<file path="config.mk">
export PLATFORM = sky130hd
export DESIGN_NAME = dcp_unit_pair
export DESIGN_NICKNAME = d
export VERILOG_FILES = /design/src/dcp_pkg.sv /design/src/dcp_unit_pair.sv
export VERILOG_INCLUDE_DIRS = /design/src
export SDC_FILE = /design/constraint.sdc
export NUM_CORES = 1
export LEC_CHECK = 0
export ABC_CLOCK_PERIOD_IN_PS = 1700
export BUFFER_PORTS_ARGS = -buffer_cell sky130_fd_sc_hd__buf_2
export CAP_MARGIN = 10
export CORE_ASPECT_RATIO = 1.1
export CORE_MARGIN = 4
export CORE_UTILIZATION = 30
export CTS_BUF_LIST = sky130_fd_sc_hd__clkbuf_16
export DETAILED_ROUTE_END_ITERATION = 12
export GPL_TIMING_DRIVEN = 0
export PLACE_DENSITY_LB_ADDON = 0.08
export SLEW_MARGIN = 20
export SYNTH_ARGS = -nofsm -noshare
export SYNTH_HDL_FRONTEND = slang
export SYNTH_SLANG_ARGS = --single-unit
</file>
<file path="constraint.sdc">
create_clock -name clk -period 1.7 [get_ports clk]
set_input_delay 0.34 -clock clk [delete_from_list [all_inputs] [get_ports clk]]
set_output_delay 0.34 -clock clk [all_outputs]
set_load 0.02 [all_outputs]
</file>
<file path="src/dcp_params.svh">
`ifndef DCP_PARAMS_SVH
`define DCP_PARAMS_SVH

`define DCP_OFS_CTRL0   4'h0
`define DCP_OFS_CTRL1   4'h1
`define DCP_OFS_VAL0_LO 4'h2
`define DCP_OFS_VAL0_HI 4'h3
`define DCP_OFS_VAL1_LO 4'h4
`define DCP_OFS_VAL1_HI 4'h5
`define DCP_OFS_STATUS  4'h6
`define DCP_OFS_MASK    4'h7

`define DCP_DUTY_MSB 5
`define DCP_DUTY_LSB 4
`define DCP_MODE_MSB 3

`define DCP_CTRL_RST 6'h00
`define DCP_VAL_RST  16'h0000
`define DCP_DUTY_RST 10'h000
`define DCP_IRQ_RST  2'h0
`define DCP_PRE_RST  4'h0

`define DCP_MODE_CMP_TOG   4'h2
`define DCP_MODE_CAP_FALL  4'h4
`define DCP_MODE_CAP_RISE  4'h5
`define DCP_MODE_CAP_4TH   4'h6
`define DCP_MODE_CAP_16TH  4'h7
`define DCP_MODE_CMP_SET   4'h8
`define DCP_MODE_CMP_CLR   4'h9
`define DCP_MODE_CMP_SWI   4'ha
`define DCP_MODE_CMP_SPEC  4'hb

`define DCP_PRE_4TH  4'h3
`define DCP_PRE_16TH 4'hf

`endif

</file>
<file path="src/dcp_pkg.sv">
`default_nettype none
package dcp_pkg;

  typedef struct packed {
    logic [3:0] addr;
    logic [7:0] wdata;
    logic       wr;
    logic       rd;
  } dcp_bus_req_t;

  // Pulse time base: ten-bit period count (a counter of its own, apart from the shared timer) and period event
  typedef struct packed {
    logic [9:0] count;
    logic       period_event;
  } dcp_period_t;

  typedef enum logic [3:0] {
    DCP_OFF     = 4'b0001,
    DCP_CAPTURE = 4'b0010,
    DCP_COMPARE = 4'b0100,
    DCP_PWM     = 4'b1000
  } dcp_kind_t;

  function automatic dcp_kind_t dcp_kind(input logic [3:0] mode);
    dcp_kind_t k;
    k = DCP_OFF;
    case (mode[3:2])
      2'b00:   k = (mode == 4'h2) ? DCP_COMPARE : DCP_OFF;
      2'b01:   k = DCP_CAPTURE;
      2'b10:   k = DCP_COMPARE;
      default: k = DCP_PWM;
    endcase
    return k;
  endfunction : dcp_kind

endpackage : dcp_pkg
`default_nettype wire

</file>
<file path="src/dcp_unit_pair.sv">
`timescale 1ns/10ps
`default_nettype none
`include "dcp_params.svh"

module dcp_unit_pair #(
  parameter int UNITS = 2
) (
  input  wire logic                  clk,
  input  wire logic                  rst_n,
  input  wire dcp_pkg::dcp_bus_req_t bus_req,
  output var  logic [7:0]            rd_data,
  input  wire logic [15:0]           shared_timer,
  input  wire dcp_pkg::dcp_period_t  period_base,
  output var  logic                  shared_timer_clear,
  output var  logic                  conversion_trigger,
  input  wire logic [UNITS-1:0]      unit_pin_in,
  output wire logic [UNITS-1:0]      unit_pin_out,
  output wire logic [UNITS-1:0]      unit_pin_oe,
  output wire logic                  irq
);

  logic [UNITS-1:0][5:0]  ctrl_w;
  logic [UNITS-1:0][15:0] val_w;
  logic [UNITS-1:0][9:0]  duty_w;
  logic [UNITS-1:0][3:0]  pre_w;
  logic [UNITS-1:0]       cap_w;
  logic [UNITS-1:0]       match_w;
  logic [UNITS-1:0]       evt_w;
  logic [UNITS-1:0]       clr_w;
  logic [UNITS-1:0]       pwm_w;
  logic [1:0]             status_reg;
  logic [1:0]             mask_reg;
  logic [7:0]             rd_next;
  logic                   rd_status;

  assign rd_status = bus_req.rd && (bus_req.addr == `DCP_OFS_STATUS);

  genvar i;
  generate
    for (i = 0; i < UNITS; i++)
    begin : g_unit
      localparam logic [3:0] OFS_CTRL = (i == 0) ? `DCP_OFS_CTRL0 : `DCP_OFS_CTRL1;
      localparam logic [3:0] OFS_LO   = (i == 0) ? `DCP_OFS_VAL0_LO : `DCP_OFS_VAL1_LO;
      localparam logic [3:0] OFS_HI   = (i == 0) ? `DCP_OFS_VAL0_HI : `DCP_OFS_VAL1_HI;

      logic [5:0]         ctrl_reg;
      logic [15:0]        val_reg;
      logic [9:0]         duty_reg;
      logic [9:0]         duty_next;
      logic [3:0]         pre_reg;
      logic               sync1_reg;
      logic               sync2_reg;
      logic               prev_reg;
      logic               out_reg;
      logic               match_prev_reg;
      logic               wr_ctrl;
      logic               rise;
      logic               fall;
      logic               edge_hit;
      logic               match_now;
      logic [3:0]         mode;
      dcp_pkg::dcp_kind_t kind;

      assign mode      = ctrl_reg[`DCP_MODE_MSB:0];
      assign kind      = dcp_pkg::dcp_kind(mode);
      assign wr_ctrl   = bus_req.wr && (bus_req.addr == OFS_CTRL);
      assign rise      = sync2_reg && !prev_reg;
      assign fall      = !sync2_reg && prev_reg;
      assign duty_next = {val_reg[7:0], ctrl_reg[`DCP_DUTY_MSB:`DCP_DUTY_LSB]};

      always_comb
      begin
        case (mode)
          `DCP_MODE_CAP_FALL:  edge_hit = fall;
          `DCP_MODE_CAP_RISE:  edge_hit = rise;
          `DCP_MODE_CAP_4TH:   edge_hit = rise && ((pre_reg & `DCP_PRE_4TH) == `DCP_PRE_4TH);
          `DCP_MODE_CAP_16TH:  edge_hit = rise && (pre_reg == `DCP_PRE_16TH);
          default:             edge_hit = 1'b0;
        endcase
      end

      // Capture sees only the shared timer; pulse mode sees only the period base
      assign cap_w[i]   = (kind == dcp_pkg::DCP_CAPTURE) && edge_hit;
      assign match_now  = (kind == dcp_pkg::DCP_COMPARE) && (shared_timer == val_reg);
      // One event per match: the timer may sit on the value for many cycles
      assign match_w[i] = match_now && !match_prev_reg;
      assign evt_w[i]   = cap_w[i] || match_w[i];
      assign clr_w[i]   = match_w[i] && (mode == `DCP_MODE_CMP_SPEC);
      assign pwm_w[i]   = (kind == dcp_pkg::DCP_PWM);
      assign ctrl_w[i]  = ctrl_reg;
      assign val_w[i]   = val_reg;
      assign duty_w[i]  = duty_reg;
      assign pre_w[i]   = pre_reg;
      assign unit_pin_out[i] = out_reg;
      assign unit_pin_oe[i]  = (kind == dcp_pkg::DCP_COMPARE) || (kind == dcp_pkg::DCP_PWM);

      always_ff @(posedge clk or negedge rst_n)
      begin
        if (!rst_n)
          ctrl_reg <= `DCP_CTRL_RST;
        else if (wr_ctrl)
          ctrl_reg <= bus_req.wdata[5:0];
      end

      always_ff @(posedge clk or negedge rst_n)
      begin
        if (!rst_n)
        begin
          sync1_reg <= 1'b0;
          sync2_reg <= 1'b0;
          prev_reg  <= 1'b0;
        end
        else
        begin
          sync1_reg <= unit_pin_in[i];
          sync2_reg <= sync1_reg;
          prev_reg  <= sync2_reg;
        end
      end

      // Prescaler restarts on any control write so a new mode counts from zero
      always_ff @(posedge clk or negedge rst_n)
      begin
        if (!rst_n)
          pre_reg <= `DCP_PRE_RST;
        else if (wr_ctrl || kind != dcp_pkg::DCP_CAPTURE)
          pre_reg <= `DCP_PRE_RST;
        else if (rise)
          pre_reg <= pre_reg + 4'h1;
      end

      // Hardware capture beats a software write in the same cycle
      always_ff @(posedge clk or negedge rst_n)
      begin
        if (!rst_n)
          val_reg <= `DCP_VAL_RST;
        else if (cap_w[i])
          val_reg <= shared_timer;
        else if (bus_req.wr && bus_req.addr == OFS_LO)
          val_reg <= {val_reg[15:8], bus_req.wdata};
        else if (bus_req.wr && bus_req.addr == OFS_HI)
          val_reg <= {bus_req.wdata, val_reg[7:0]};
      end

      always_ff @(posedge clk or negedge rst_n)
      begin
        if (!rst_n)
          match_prev_reg <= 1'b0;
        else
          match_prev_reg <= match_now;
      end

      // Duty is double-buffered so both units switch on the same period event
      always_ff @(posedge clk or negedge rst_n)
      begin
        if (!rst_n)
          duty_reg <= `DCP_DUTY_RST;
        else if (pwm_w[i] && period_base.period_event)
          duty_reg <= duty_next;
      end

      always_ff @(posedge clk or negedge rst_n)
      begin
        if (!rst_n)
          out_reg <= 1'b0;
        else
        begin
          case (kind)
            dcp_pkg::DCP_COMPARE:
            begin
              if (match_w[i])
              begin
                if (mode == `DCP_MODE_CMP_SET)
                  out_reg <= 1'b1;
                else if (mode == `DCP_MODE_CMP_CLR)
                  out_reg <= 1'b0;
                else if (mode == `DCP_MODE_CMP_TOG)
                  out_reg <= !out_reg;
              end
            end
            dcp_pkg::DCP_PWM:
            begin
              // Rising edge only at the shared period event keeps units aligned
              if (period_base.period_event)
                out_reg <= (duty_next != `DCP_DUTY_RST);
              else if (period_base.count >= duty_reg)
                out_reg <= 1'b0;
            end
            default:
              out_reg <= 1'b0;
          endcase
        end
      end
    end
  endgenerate

  always_ff @(posedge clk or negedge rst_n)
  begin
    if (!rst_n)
    begin
      shared_timer_clear <= 1'b0;
      conversion_trigger <= 1'b0;
    end
    else
    begin
      shared_timer_clear <= |clr_w;
      conversion_trigger <= clr_w[1];
    end
  end

  // An event in the cycle of the clearing read survives it
  always_ff @(posedge clk or negedge rst_n)
  begin
    if (!rst_n)
      status_reg <= `DCP_IRQ_RST;
    else if (rd_status)
      status_reg <= evt_w;
    else
      status_reg <= status_reg | evt_w;
  end

  always_ff @(posedge clk or negedge rst_n)
  begin
    if (!rst_n)
      mask_reg <= `DCP_IRQ_RST;
    else if (bus_req.wr && bus_req.addr == `DCP_OFS_MASK)
      mask_reg <= bus_req.wdata[1:0];
  end

  assign irq = |(status_reg & mask_reg);

  always_comb
  begin
    rd_next = 8'h00;
    if (!bus_req.rd)
      rd_next = 8'h00;
    else if (bus_req.addr == `DCP_OFS_CTRL0)
      rd_next = {2'h0, ctrl_w[0]};
    else if (bus_req.addr == `DCP_OFS_CTRL1)
      rd_next = {2'h0, ctrl_w[1]};
    else if (bus_req.addr == `DCP_OFS_VAL0_LO)
      rd_next = val_w[0][7:0];
    else if (bus_req.addr == `DCP_OFS_VAL0_HI)
      rd_next = val_w[0][15:8];
    else if (bus_req.addr == `DCP_OFS_VAL1_LO)
      rd_next = val_w[1][7:0];
    else if (bus_req.addr == `DCP_OFS_VAL1_HI)
      rd_next = val_w[1][15:8];
    else if (bus_req.addr == `DCP_OFS_STATUS)
      rd_next = {6'h00, status_reg};
    else if (bus_req.addr == `DCP_OFS_MASK)
      rd_next = {6'h00, mask_reg};
  end

  always_ff @(posedge clk or negedge rst_n)
  begin
    if (!rst_n)
      rd_data <= 8'h00;
    else
      rd_data <= rd_next;
  end
endmodule : dcp_unit_pair
`default_nettype wire

</file>
## Word level (Yosys, flattened, before mapping)

Index checks and enable logic that the tools add are counted.
Widths: inputs -> output; s select.

- Register bits: 96
- Bits in latches: 0
- Bits in writable memories: 0
- Bits in read-only memories: 0
- Input port bits: 45
- Output and inout bits: 15
- Logic and storage cells: 177
- Memories kept: 0

- $add $sub $neg: 2
- $mul: 0
- Divide/modulo/power cells: 0
- Magnitude comparators: 2
- Eq/ne operators: 49
- Shifts and indexed selects: 0
- Muxes and demuxes: 40
- Bitwise gates (word level): 2
- Reductions and logical operators: 57

Operators by type and width:

| cell | count |
|---|---|
| $mux 16 | 6 |
| $eq 4x3->1 const B | 14 |
| $mux 8 | 7 |
| $eq 4x4->1 const B | 10 |
| $eq 16x16->1 | 2 |
| $logic_and 1x1->1 | 26 |
| $eq 4x2->1 const B | 6 |
| $pmux 4 s3 | 2 |
| $ge 10x10->1 | 2 |
| $reduce_bool 10->1 | 2 |
| $mux 4 | 4 |
| $mux 1 | 12 |
| $ne 4x2->1 const B | 3 |
| $reduce_bool 2->1 | 6 |
| $add 4x1->4 const B | 2 |
| $eq 2x2->1 const B | 4 |
| $logic_not 1->1 | 8 |
| $ne 2x2->1 const B | 4 |
| $pmux 1 s4 | 2 |
| $logic_or 1x1->1 | 6 |
| $mux 2 | 3 |
| $mux 3 | 2 |
| $ne 3x2->1 const B | 2 |
| $reduce_and 3->1 | 2 |
| other kinds (10) | 15 |

## Depth between registers and ports, before layout

Gate-level depths: netlist of run 1.

- Depth in word-level cells: 10
- Mapped depth: 9
- Gate-level depth less buffers: 8

## Worst setup path before layout of run 1

No wires, ideal clock.

- Path type: register to register
- Start point: register g_unit[1].ctrl_reg[0]
- End point: register g_unit[1].out_reg
- Arrival time: 1,652 ps
- Data required time: 1,575 ps
- Setup slack: -77 ps
- Stages on the path, launching flop included: 7
- Buffers on the path: 0
- Period minus slack after synthesis: 1,777 ps
- Cell sequence: dfrtp_1 > inv_2 > a21oi_1 > or4_4 > nor4_4 > o31ai_2 > mux2_4

- Word-level cells in the longest chain between the ends: 8
- Elaborated cells between the ends (all ways): 17
- Those cells by class: eq/ne (8); mux (6); reduce/logical (3)

RTL lines:

| item | line | RTL |
|---|---|---|
| from (decl) | dcp_unit_pair.sv:46 | `logic [5:0] ctrl_reg;` |
| from (signal assigned) | dcp_unit_pair.sv:100 | `` ctrl_reg <= `DCP_CTRL_RST; `` |
| from (signal assigned) | dcp_unit_pair.sv:102 | `ctrl_reg <= bus_req.wdata[5:0];` |
| $eq 4x2->1 | dcp_pkg.sv:28 | `2'b00: k = (mode == 4'h2) ? DCP_COMPARE : DCP_OFF;` |
| $mux 3 | dcp_pkg.sv:28 |  |
| $pmux 4 s3 | dcp_pkg.sv:27 | `case (mode[3:2])` |
| $eq 4x3->1 | dcp_unit_pair.sv:84, dcp_unit_pair.sv:168 |  |
| $logic_and 1x1->1 | dcp_unit_pair.sv:84 | `assign match_now = (kind == dcp_pkg::DCP_COMPARE) && (shared_timer == val_reg);` |
| $logic_and 1x1->1 | dcp_unit_pair.sv:86 | `assign match_w[i] = match_now && !match_prev_reg;` |
| $ne 2x2->1 (no source line) | - |  |
| $reduce_and 3->1 (no source line) | - |  |
| to (signal assigned) | dcp_unit_pair.sv:178 | `out_reg <= !out_reg;` |
| to (signal assigned) | dcp_unit_pair.sv:185 | `` out_reg <= (duty_next != `DCP_DUTY_RST); `` |
| to (decl) | dcp_unit_pair.sv:54 | `logic out_reg;` |

Parallel ways exist; a longest one is shown, timed or not. The select of a mux whose other input is x is not followed.
A chain may end at the register's enable or synchronous reset.

## Worst setup path after layout of run 1

- Start point: register g_unit[1].val_reg[12]
- End point: register g_unit[1].out_reg

- Word-level cells in the longest chain between the ends: 5

RTL lines:

| item | line | RTL |
|---|---|---|
| from (decl) | dcp_unit_pair.sv:47 | `logic [15:0] val_reg;` |
| from (signal assigned) | dcp_unit_pair.sv:136 | `` val_reg <= `DCP_VAL_RST; `` |
| from (signal assigned) | dcp_unit_pair.sv:138 | `val_reg <= shared_timer;` |
| from (signal assigned) | dcp_unit_pair.sv:140 | `val_reg <= {val_reg[15:8], bus_req.wdata};` |
| $eq 16x16->1 | dcp_unit_pair.sv:84 |  |
| $logic_and 1x1->1 | dcp_unit_pair.sv:84 |  |
| $logic_and 1x1->1 | dcp_unit_pair.sv:86 |  |
| $ne 2x2->1 (no source line) | - |  |
| $reduce_and 3->1 (no source line) | - |  |

No other way between the ends.

==> out/qor.txt, run 1 <==
status - finished, violations left
failing checks - setup timing
Worst Skew - 0.0109 ns
Largest register FFs - 32
Inserted Clock Buffers - 9
Post-synth EDFFs - 0
PD cells - 1370 nW/um^2
Worst slew margin - 0.561
hold crit path type - in -> reg
drt drc - 0
Cell variety after synth - 63
first-pass GRT wire length - 27300 um
final instance area - 7150 sq um
Reg clk slew, reported paths - 0.07 ns
Area growth syn-to-layout - 31.4%
starting DRC count in detailed routing - 200
worst path arrival time - 2.11 ns
Avg WL per Cell - 20.5 um
largest net degree at the start of global routing - 57
die footprint - 20400 sq um
Max stage delay cell, worst path - or4_4
vias - 4409
RSZ-0062 raised after global routing - yes
initial antenna violation count - 0
antenna-violating nets left - 0
clock root buffer - clkbuf_16
critical path buffer and inverter count - 0
Yosys reg bits - 96
die width - 136 um
worst-path cell chain - xor2_1 -> or4_4 -> nor4_4 -> o31ai_2 -> mux2_4
I/O pin count - 60
Routed WL - 18000 um
Max VDD drop - 0.625 mV
final slew viol count - 0
syn avg cell area - 10.3 sq um
FMAX - 534 MHz
Yosys warning total - 0
largest stage delay on the critical path - 0.53 ns
Die H - 149 um
required time of the critical path - 1.94 ns
grt ovf - 0
CTS tree - yes
ys flop type - dfrtp_1
row cnt - 51
top-area cell type share of the netlist area - 0.442
setup ws final - -0.174 ns
Placed Cells - 823
sequential share of the synthesized area - 0.442
ratio of cells with drive above 1 in the final layout - 0.380
Port Buf Inserts - 58
CP Capture Type - flop
# H-tree levels - 3
number of global-route vias before repair - 4589
clock sink count - 96
cell accounting for the most synthesized area - dfrtp_1
Final HPWL DP - 13000 um
Layout Nets - 701
final worst path period need - 1.87 ns
ys async rst share - 1.00
Vias/cell - 5.03
final core occ - 0.403
most frequent cell after synthesis - dfrtp_1
Non-Filler Instances - 877
Starting Density - 0.307
Slew @ Worst Pin - 0.658 ns
Global Route Usage Sum - 0.179
ANT cells - 0
Final Wtd Congestion - 0.895
max_cap viols - 0
synthesized area - 5440 sq um
Worst-Skew Late Latency - 0.35 ns
# setup viols final - 22
Placed Area - 6060 sq um
Synth area leaders - dfrtp_1 (44%), mux2_2 (7.7%), mux2i_1 (6.6%), xor2_1 (5.2%), ha_1 (5.1%)
crit-path leading delay family - simple AND/OR/NAND/NOR gates
crit start category - flop
Final TNS setup - -1.35 ns
Leakage - 3.23 nW
Net Count, Synth - 593
Tcrit/Tclk final - 1.10
Post-Synthesis Cells - 526
Commonest cells post-synth - dfrtp_1 (96), nor2_1 (54), a21oi_1 (37), mux2_2 (37), mux2i_1 (36)
Pre-Repair DR Iteration Count - 5
core area - 17700 sq um
Worst Path Max Fanout - 2
clock buffer depth - 2
Final Hold Fails - 0
worst setup path class - reg -> reg
==> timing repair <==
action | in CTS | in global routing
buffers inserted | 32 | 7
cloned | 0 | 2
setup endpoints to repair | 45 | 53
hold endpoints to repair | 40 | 0
pin swaps | 19 | 16
gates resized for setup | 54 | 68
hold buffers | 1 | 0
==> kinds of logic after synthesis <==
family	Yosys count	synth area share
compound gates	89	0.103
fa+ha+maj	22	0.0506
simple gates	160	0.154
buf+inv	45	0.0356
flops	96	0.442
xor+xnor	38	0.0612
mux	76	0.154
==> cells in the final DEF, fill, tap and decap left out, types with 3 or more instances in the layout <==
cell,netlist,layout
dfrtp_1,96,84
buf_2,7,59
mux2_2,37,37
nor2_1,54,36
mux2i_1,36,36
buf_4,4,34
nand2_1,34,32
xor2_1,32,31
a21oi_1,37,30
inv_1,22,22
ha_1,22,20
nor2_4,0,14
nand3_1,15,12
buf_6,0,12
dfrtp_2,0,12
a31oi_1,11,11
clkbuf_16,0,11
nor2b_1,12,10
o21ai_0,12,10
a21oi_2,0,7
xnor2_1,6,6
nor2_2,1,5
nor4_1,7,5
nand2b_1,4,4
clkbuf_1,10,3
a222oi_1,3,3
and2_1,4,3
nor4_2,3,3
a21o_1,3,3
nor3_1,3,3
nor4_4,1,3
buf_8,0,3
nand4_1,3,3
==> per-stage QoR <==
step	total power, mW	hold slack (ns)	worst slack (ns)
after floorplan	5.78	0.0444	-0.0773
after global placement	6.83	0.335	-0.861
after detailed placement	6.90	0.300	-0.578
after CTS	9.65	0.0768	-0.192
after global routing	10.4	0.0788	-0.258
final	9.82	0.0909	-0.174
==> worst paths after layout <==
path | to | from | depth (start not counted) | slack [ns]
max in group asynchronous | g_unit[1].val_reg[4]$_DFFE_PN0P_ | rst_n | 3 | 0.57
min in group asynchronous | g_unit[0].duty_reg[8]$_DFFE_PN0P_ | rst_n | 2 | 0.48
hold / removal | g_unit[0].sync1_reg$_DFF_PN0_ | unit_pin_in[0] | 1 | 0.09
hold reg to reg | g_unit[1].sync2_reg$_DFF_PN0_ | g_unit[1].sync1_reg$_DFF_PN0_ | 0 | 0.35
setup / recovery | g_unit[1].out_reg$_DFFE_PN0P_ | g_unit[1].val_reg[12]$_DFFE_PN0P_ | 5 | -0.17
setup reg to reg | g_unit[1].out_reg$_DFFE_PN0P_ | g_unit[1].val_reg[12]$_DFFE_PN0P_ | 5 | -0.17
==> where the power goes <==
part	internal [mW]	total, mW	switching (mW)
clock network	1.28	2.21	0.931
registers	3.08	3.87	0.791
logic	1.86	3.74	1.89
==> cell type report <==
cell class	instances	area [sq um]
Buffer	18	150
Clock buffer	9	225
Clock inverter	7	87.6
Fill cell	1805	10600
Inverter	23	86.3
Multi-Input combinational cell	385	3170
Sequential cell	96	2420
Tap cell	238	298
Timing Repair Buffer	101	717
==> routing by layer <==
| metal | global-route usage | vias to the layer above | part of all wire |
|---|---|---|---|
| met5 | 0 | - | 0 |
| met4 | 0.0484 | 0 | 0.019 |
| met3 | 0.0283 | 21 | 0.037 |
| met2 | 0.286 | 93 | 0.47 |
| met1 | 0.251 | 2204 | 0.47 |
| li1 | - | 2091 | - |
No activity file was read; power rests on OpenSTA's default activity.
==> run 2, diff against run 1 <==
--- a/config.mk
+++ b/config.mk
@@ -7,7 +7,7 @@
 export NUM_CORES = 1
 export LEC_CHECK = 0
 export ABC_CLOCK_PERIOD_IN_PS = 1700
-export BUFFER_PORTS_ARGS = -buffer_cell sky130_fd_sc_hd__buf_2
+export BUFFER_PORTS_ARGS = -buffer_cell sky130_fd_sc_hd__buf_4
 export CAP_MARGIN = 10
 export CORE_ASPECT_RATIO = 1.1
 export CORE_MARGIN = 4
==> run 2 against run 1 <==
The flow still finishes with violations (setup timing). Via count increased by 0.73%. Combinational power grew 1%. Global-route usage increased by 0.22 points. Power up 1.6%. Critical path depth stayed put. Sequential share of layout area shrank 0.32 points. Die area unchanged. First-iteration DRC count is 16% higher. Critical path type unchanged. Largest power group unchanged.
==> out/qor.txt, run 2 (synthesis results as in run 1) <==
status - finished, violations left
failing checks - setup timing
Starting Density - 0.307 (unchanged)
worst setup path class - reg -> reg
PD cells - 1380 nW/um^2 (+0.72%)
Vias/cell - 5.10 (+1.4%)
first-pass GRT wire length - 27500 um (+0.84%)
fill count - 1817 (+0.66%)
Port Buf Inserts - 58 (unchanged)
Avg WL per Cell - 20.4 um (-0.71%)
total power after layout - 9.98 mW (+1.6%)
worst path arrival time - 2.11 ns (about the same)
crit start category - flop
critical path buffer and inverter count - 0 (unchanged)
row cnt - 51 (unchanged)
Routed WL - 17800 um (-1.4%)
clock sink count - 96 (unchanged)
die footprint - 20400 sq um (unchanged)
Tcrit/Tclk final - 1.11 (+0.00451)
Worst Skew - 0.00951 ns (-0.00141 ns)
Final Hold Fails - 0 (unchanged)
setup ws final - -0.181 ns (-0.00766 ns)
RSZ-0062 raised after global routing - yes
final worst path period need - 1.88 ns (+0.00766 ns)
crit-path leading delay family - simple AND/OR/NAND/NOR gates
Worst slew margin - 0.380 (-0.180)
Final TNS setup - -1.79 ns (-0.446 ns)
# setup viols final - 22 (unchanged)
Final HPWL DP - 12700 um (-2.1%)
Non-Filler Instances - 871 (-0.68%)
largest net degree at the start of global routing - 97 (+70%)
vias - 4441 (+0.73%)
CP Capture Type - flop
largest stage delay on the critical path - 0.54 ns (about the same)
Final Wtd Congestion - 0.873 (-2.4%)
max_cap viols - 0 (unchanged)
clock root buffer - clkbuf_16
Max VDD drop - 0.618 mV (-1.2%)
cell count along the critical path - 5 (unchanged)
most frequent cells in the layout - buf_4 (87), dfrtp_1 (85), mux2_2 (37)
antenna-violating nets left - 0 (unchanged)
Placed Cells - 822 (-0.12%)
most common cell after layout, fill and taps aside - buf_4
Worst-Skew Late Latency - 0.35 ns (about the same)
Leakage - 3.23 nW (about the same)
cts hold-fix bufs - 0 (-1)
I/O pin count - 60 (unchanged)
final core occ - 0.407 (+0.00360)
Layout Nets - 695 (-0.86%)
Pre-Repair DR Iteration Count - 5 (unchanged)
Area growth syn-to-layout - 32.6%
starting DRC count in detailed routing - 231 (+16%)
Slew @ Worst Pin - 0.930 ns (+0.271 ns)
initial antenna violation count - 0 (unchanged)
grt ovf - 0 (unchanged)
CTS tree - yes
required time of the critical path - 1.93 ns (about the same)
Largest register FFs - 32 (unchanged)
die width - 136 um (unchanged)
FMAX - 532 MHz (-0.41%)
R2R depth - 5 (unchanged)
pre-CTS setup slack - -0.538 ns (+0.0405 ns)
clock buffer depth - 2 (unchanged)
worst-path cell chain - xor2_1 -> or4_4 -> nor4_4 -> o31ai_2 -> mux2_4
Global Route Usage Sum - 0.181 (+0.00219)
# H-tree levels - 3 (unchanged)
ratio of cells with drive above 1 in the final layout - 0.374 (-0.00587)
hold crit path type - in -> reg
Reg clk slew, reported paths - 0.07 ns (about the same)
WHS Path Cells - 1 (unchanged)
Die H - 149 um (unchanged)
number of global-route vias before repair - 4658 (+1.5%)
final slew viol count - 0 (unchanged)
Max stage delay cell, worst path - or4_4
Worst Path Max Fanout - 2 (unchanged)
ANT cells - 0 (unchanged)
drt drc - 0 (unchanged)
core area - 17700 sq um (unchanged)
Inserted Clock Buffers - 9 (unchanged)
-- run 2: cell count changes in the layout (fill, tap and decap cells not counted), sizes merged --
cell	delta
buf	-5
bufinv	+1
clkinvlp	-2
clkinv	+1
dlygate4sd3	-1
-- run 2: final timing paths --
kind                                                         from                           endpoint  slack (ns)
worst max-delay path            g_unit[1].val_reg[12]$_DFFE_PN0P_      g_unit[1].out_reg$_DFFE_PN0P_       -0.18
worst min-delay path                               unit_pin_in[0]      g_unit[0].sync1_reg$_DFF_PN0_        0.09
worst max register to register  g_unit[1].val_reg[12]$_DFFE_PN0P_      g_unit[1].out_reg$_DFFE_PN0P_       -0.18
worst min register to register      g_unit[1].sync1_reg$_DFF_PN0_      g_unit[1].sync2_reg$_DFF_PN0_        0.35
max in group asynchronous                                   rst_n  g_unit[0].ctrl_reg[2]$_DFFE_PN0P_        0.93
min in group asynchronous                                   rst_n  g_unit[1].duty_reg[0]$_DFFE_PN0P_        0.11
-- run 2: power breakdown --
group | switching, mW | leakage, nW | total (mW) | internal [mW]
clock network | 0.903 | 0.168 | 2.33 | 1.43
logic | 1.87 | 1.91 | 3.79 | 1.92
registers | 0.783 | 1.15 | 3.86 | 3.08
total | 3.56 | 3.23 | 9.98 | 6.43
-- run 2: worst register-to-register path, stage by stage, from the launching register on --
cell and delay, ns:
dfrtp_1 0.39, xor2_1 0.15, or4_4 0.54, nor4_4 0.30, o31ai_2 0.10, mux2_4 0.30
-- run 2: final cells by class --
class                      instances  area, sq um  share of cell area
timing repair buffer              95          786               0.109
buffer                            18          155              0.0215
inverter                          23         86.3              0.0120
tap                              238          298              0.0413
clock buffer                       9          225              0.0312
sequential                        96         2420               0.335
clock inverter                     7          111              0.0154
multi-input combinational        385         3140               0.435
-- run 2: per-stage QoR --
stage | instance area, sq um | hold WS (ns)
after floorplan | 5440 | 0.0444
after global placement | 6170 | 0.333
after detailed placement | 6180 | 0.335
after CTS | 6930 | 0.0783
after global routing | 7210 | 0.0765
final | 7210 | 0.0929
-- run 2: routing by layer --
layer	GRT usage	vias up	share of wire
met5	0	-	0
met4	0.0539	0	0.015
met3	0.0280	21	0.036
met2	0.291	120	0.49
met1	0.252	2228	0.46
li1	-	2072	-
-- run 2: what timing repair did --
| action | in CTS | in global routing |
|---|---|---|
| pin swaps | 20 | 10 |
| gates resized for setup | 54 | 67 |
| setup endpoints to repair | 45 | 52 |
| setup buffers | 31 | 4 |
| gates cloned | 0 | 2 |
==> run 3, diff against run 2 <==
--- a/config.mk
+++ b/config.mk
@@ -6,7 +6,8 @@
 export SDC_FILE = /design/constraint.sdc
 export NUM_CORES = 1
 export LEC_CHECK = 0
-export ABC_CLOCK_PERIOD_IN_PS = 1700
+export ABC_AREA = 1
+export ABC_CLOCK_PERIOD_IN_PS = 1600
 export BUFFER_PORTS_ARGS = -buffer_cell sky130_fd_sc_hd__buf_4
 export CAP_MARGIN = 10
 export CORE_ASPECT_RATIO = 1.1
==> constraint.sdc (replaced) <==
create_clock -name clk -period 1.6 [get_ports clk]
set_input_delay 0.32 -clock clk [delete_from_list [all_inputs] [get_ports clk]]
set_output_delay 0.32 -clock clk [all_outputs]
set_load 0.02 [all_outputs]
==> run 3 against run 2 <==
The run still ends with setup timing left. Final area rose by 10%. Combinational power rose by 27%. Synthesized cell count rose by 53%. Clock skew barely moved. Worst setup slack improved by 0.12 ns. Count of clock-buffer cells in the layout did not move.
==> out/qor.txt, run 3 <==
status - finished, violations left
failing checks - setup timing
Placed Cells - 1112 (+35%)
core area - 19300 sq um (+8.8%)
R2R depth - 8 (+3)
Final HPWL DP - 16300 um (+28%)
ANT cells - 0 (unchanged)
ys flop type - dfrtp_1
crit start category - flop
Port Buf Inserts - 59 (+1.7%)
Worst Skew - 0.00950 ns (-0.0000102 ns)
Slew @ Worst Pin - 0.937 ns (+0.00703 ns)
antenna-violating nets left - 0 (unchanged)
grt met1 use - 0.266 (+0.0139)
grt met2 use - 0.319 (+0.0280)
Final Hold Fails - 0 (unchanged)
Non-Filler Instances - 1175 (+35%)
initial antenna violation count - 0 (unchanged)
first-pass GRT wire length - 32900 um (+20%)
number of global-route vias before repair - 5748 (+23%)
FF+latch area - 2420 sq um (about the same)
Post-Synthesis Cells - 806 (+53%)
fill count - 1990 (+9.5%)
CP Capture Type - primary output
ratio of cells with drive above 1 in the final layout - 0.298 (-0.0759)
final slew viol count - 0 (unchanged)
footprint of the multi-input gates - 3400 sq um (+8.3%)
row cnt - 53 (+3.9%)
Routed WL - 22100 um (+24%)
Leakage - 3.87 nW (+20%)
syn avg cell area - 7.38 sq um (-29%)
most frequent cells in the layout - nand2_1 (200), buf_4 (95), inv_1 (88)
worst setup path class - reg -> out
PD cells - 1390 nW/um^2 (+0.44%)
Final Wtd Congestion - 0.896 (+2.6%)
Worst Path Max Fanout - 4 (+2)
Global Route Usage Sum - 0.197 (+0.0158)
Worst slew margin - 0.376 (-0.00469)
Layout Nets - 991 (+43%)
sequential share of the synthesized area - 0.404 (-0.0375)
Largest register FFs - 32 (unchanged)
die footprint - 22100 sq um (+8.8%)
Inserted Clock Buffers - 9 (unchanged)
Net Count, Synth - 873 (+47%)
required time of the critical path - 1.28 ns (-0.65 ns)
hold crit path type - in -> async
CTS tree - yes
Tcrit/Tclk final - 1.04
Yosys warning total - 0 (unchanged)
most frequent cell after synthesis - nand2_1
die width - 142 um (+4.3%)
Pre-Repair DR Iteration Count - 5 (unchanged)
Cell variety after synth - 38 (-40%)
clock root buffer - clkbuf_16
Max VDD drop - 0.670 mV (+8.4%)
grt ovf - 0 (unchanged)
cts hold-fix bufs - 0 (unchanged)
Synth area leaders - dfrtp_1 (40%), nand2_1 (14%), inv_1 (7.1%), nand3_1 (6.4%), ha_1 (4.6%)
largest net degree at the start of global routing - 97 (unchanged)
max_cap viols - 0 (unchanged)
worst path arrival time - 1.34 ns (-0.77 ns)
Vias/cell - 4.98 (-2.4%)
RSZ-0062 raised after global routing - yes
Area growth syn-to-layout - 34.0%
top-area cell type share of the netlist area - 0.404 (-0.0375)
Commonest cells post-synth - nand2_1 (215), inv_1 (112), dfrtp_1 (96)
drt drc - 0 (unchanged)
final worst path period need - 1.66 ns
most common cell after layout, fill and taps aside - nand2_1
Worst-Skew Late Latency - 0.36 ns (about the same)
clock sink count - 96 (unchanged)
synthesized area - 5950 sq um (+9.3%)
final core occ - 0.413 (+0.00627)
reg2reg setup slack - -0.02 ns (+0.16 ns)
Avg WL per Cell - 18.8 um (-7.8%)
met3 Use GR - 0.0190 (-0.00900)
vias - 5848 (+32%)
FMAX - 601 MHz
starting DRC count in detailed routing - 401 (+74%)
I/O pin count - 60 (unchanged)
Starting Density - 0.308 (+0.00144)
clock buffer depth - 2 (unchanged)
ys async rst share - 1.00 (unchanged)
Yosys reg bits - 96 (unchanged)
# setup viols final - 3 (-86%)
cell accounting for the most synthesized area - dfrtp_1
Post-synth EDFFs - 0 (unchanged)
Reg clk slew, reported paths - 0.07 ns (about the same)
grt peak-use layer - met2
Die H - 156 um (+4.3%)
setup ws final - -0.0634 ns (+0.118 ns)
# H-tree levels - 3 (unchanged)
==> run 3: changes by cell type after synthesis, moves of 15 or more <==
| cell | change |
|---|---|
| nand3_1 | +61 |
| a21oi_1 | -15 |
| mux2i_1 | -36 |
| inv_1 | +90 |
| nor2_1 | +19 |
| o211ai_1 | +18 |
| nand4_1 | +31 |
| o21ai_0 | +16 |
| nand2_1 | +181 |
| xor2_1 | -29 |
| mux2_2 | -37 |
==> run 3: where the power goes <==
group	switching [mW]	internal, mW	total [mW]
Sequential	0.708	3.20	3.91
Combinational	2.77	2.04	4.81
Clock	1.01	1.36	2.36
==> run 3: repair_timing <==
action,CTS,global route
resized for setup,25,132
pin swaps,4,43
hold endpoints to repair,0,0
cloned,0,7
buffers inserted,8,34
setup endpoints to repair,7,40
==> run 3: kinds of logic after synthesis <==
family | after synthesis | share of synthesized area
AND/OR/NAND/NOR | 432 | 0.332
buffers and inverters | 142 | 0.0970
AO/OA/AOI/OAI | 109 | 0.113
flip-flops | 96 | 0.404
adder cells (fa/ha/maj) | 22 | 0.0463
XOR/XNOR | 5 | 0.00737
==> run 3: area by class of cell <==
cell class	instances	area share
plain buffers	18	0.0218
clock buffers	9	0.0283
clock inverters	6	0.0105
inverters	124	0.0592
multi-input cells	569	0.426
flip-flops and latches	96	0.303
well taps	247	0.0388
repair buffers	106	0.112
==> run 3: worst max-delay path, cell delays in order, from the launching register on <==
cell and delay (ns):
dfrtp_2 0.45, o31ai_4 0.29, inv_2 0.07, nand2_2 0.07, buf_6 0.11
==> run 3: worst paths after layout <==
kind | start | endpoint
max | g_unit[1].ctrl_reg[2]$_DFFE_PN0P_ | unit_pin_oe[1]
max in group asynchronous | rst_n | g_unit[0].ctrl_reg[3]$_DFFE_PN0P_
min reg2reg | g_unit[1].sync1_reg$_DFF_PN0_ | g_unit[1].sync2_reg$_DFF_PN0_
min in group clk | unit_pin_in[0] | g_unit[0].sync1_reg$_DFF_PN0_
max reg2reg | g_unit[0].sync2_reg$_DFF_PN0_ | g_unit[0].val_reg[1]$_DFFE_PN0P_
min | rst_n | g_unit[1].val_reg[10]$_DFFE_PN0P_
==> run 3: metrics by stage <==
| step | instance area, sq um | setup WS [ns] | TNS (ns) | total power [mW] | hold WS, ns |
|---|---|---|---|---|---|
| final | 7970 | -0.0634 | -0.0938 | 11.1 | 0.0644 |
| after detailed placement | 6700 | -0.328 | -0.961 | 7.64 | 0.336 |
| after global placement | 6700 | -0.323 | -0.854 | 7.62 | 0.333 |
| after floorplan | 5950 | 0.212 | 0 | 6.27 | 0.0244 |
| after CTS | 7140 | -0.0594 | -0.119 | 10.2 | 0.0537 |
| after global routing | 7970 | -0.127 | -2.08 | 11.9 | 0.0586 |
==> run 3: layer usage <==
metal,part of all wire,vias to the layer above
li1,-,2900
met1,0.45,2738
met2,0.47,170
met3,0.042,40
met4,0.038,0
met5,0,-
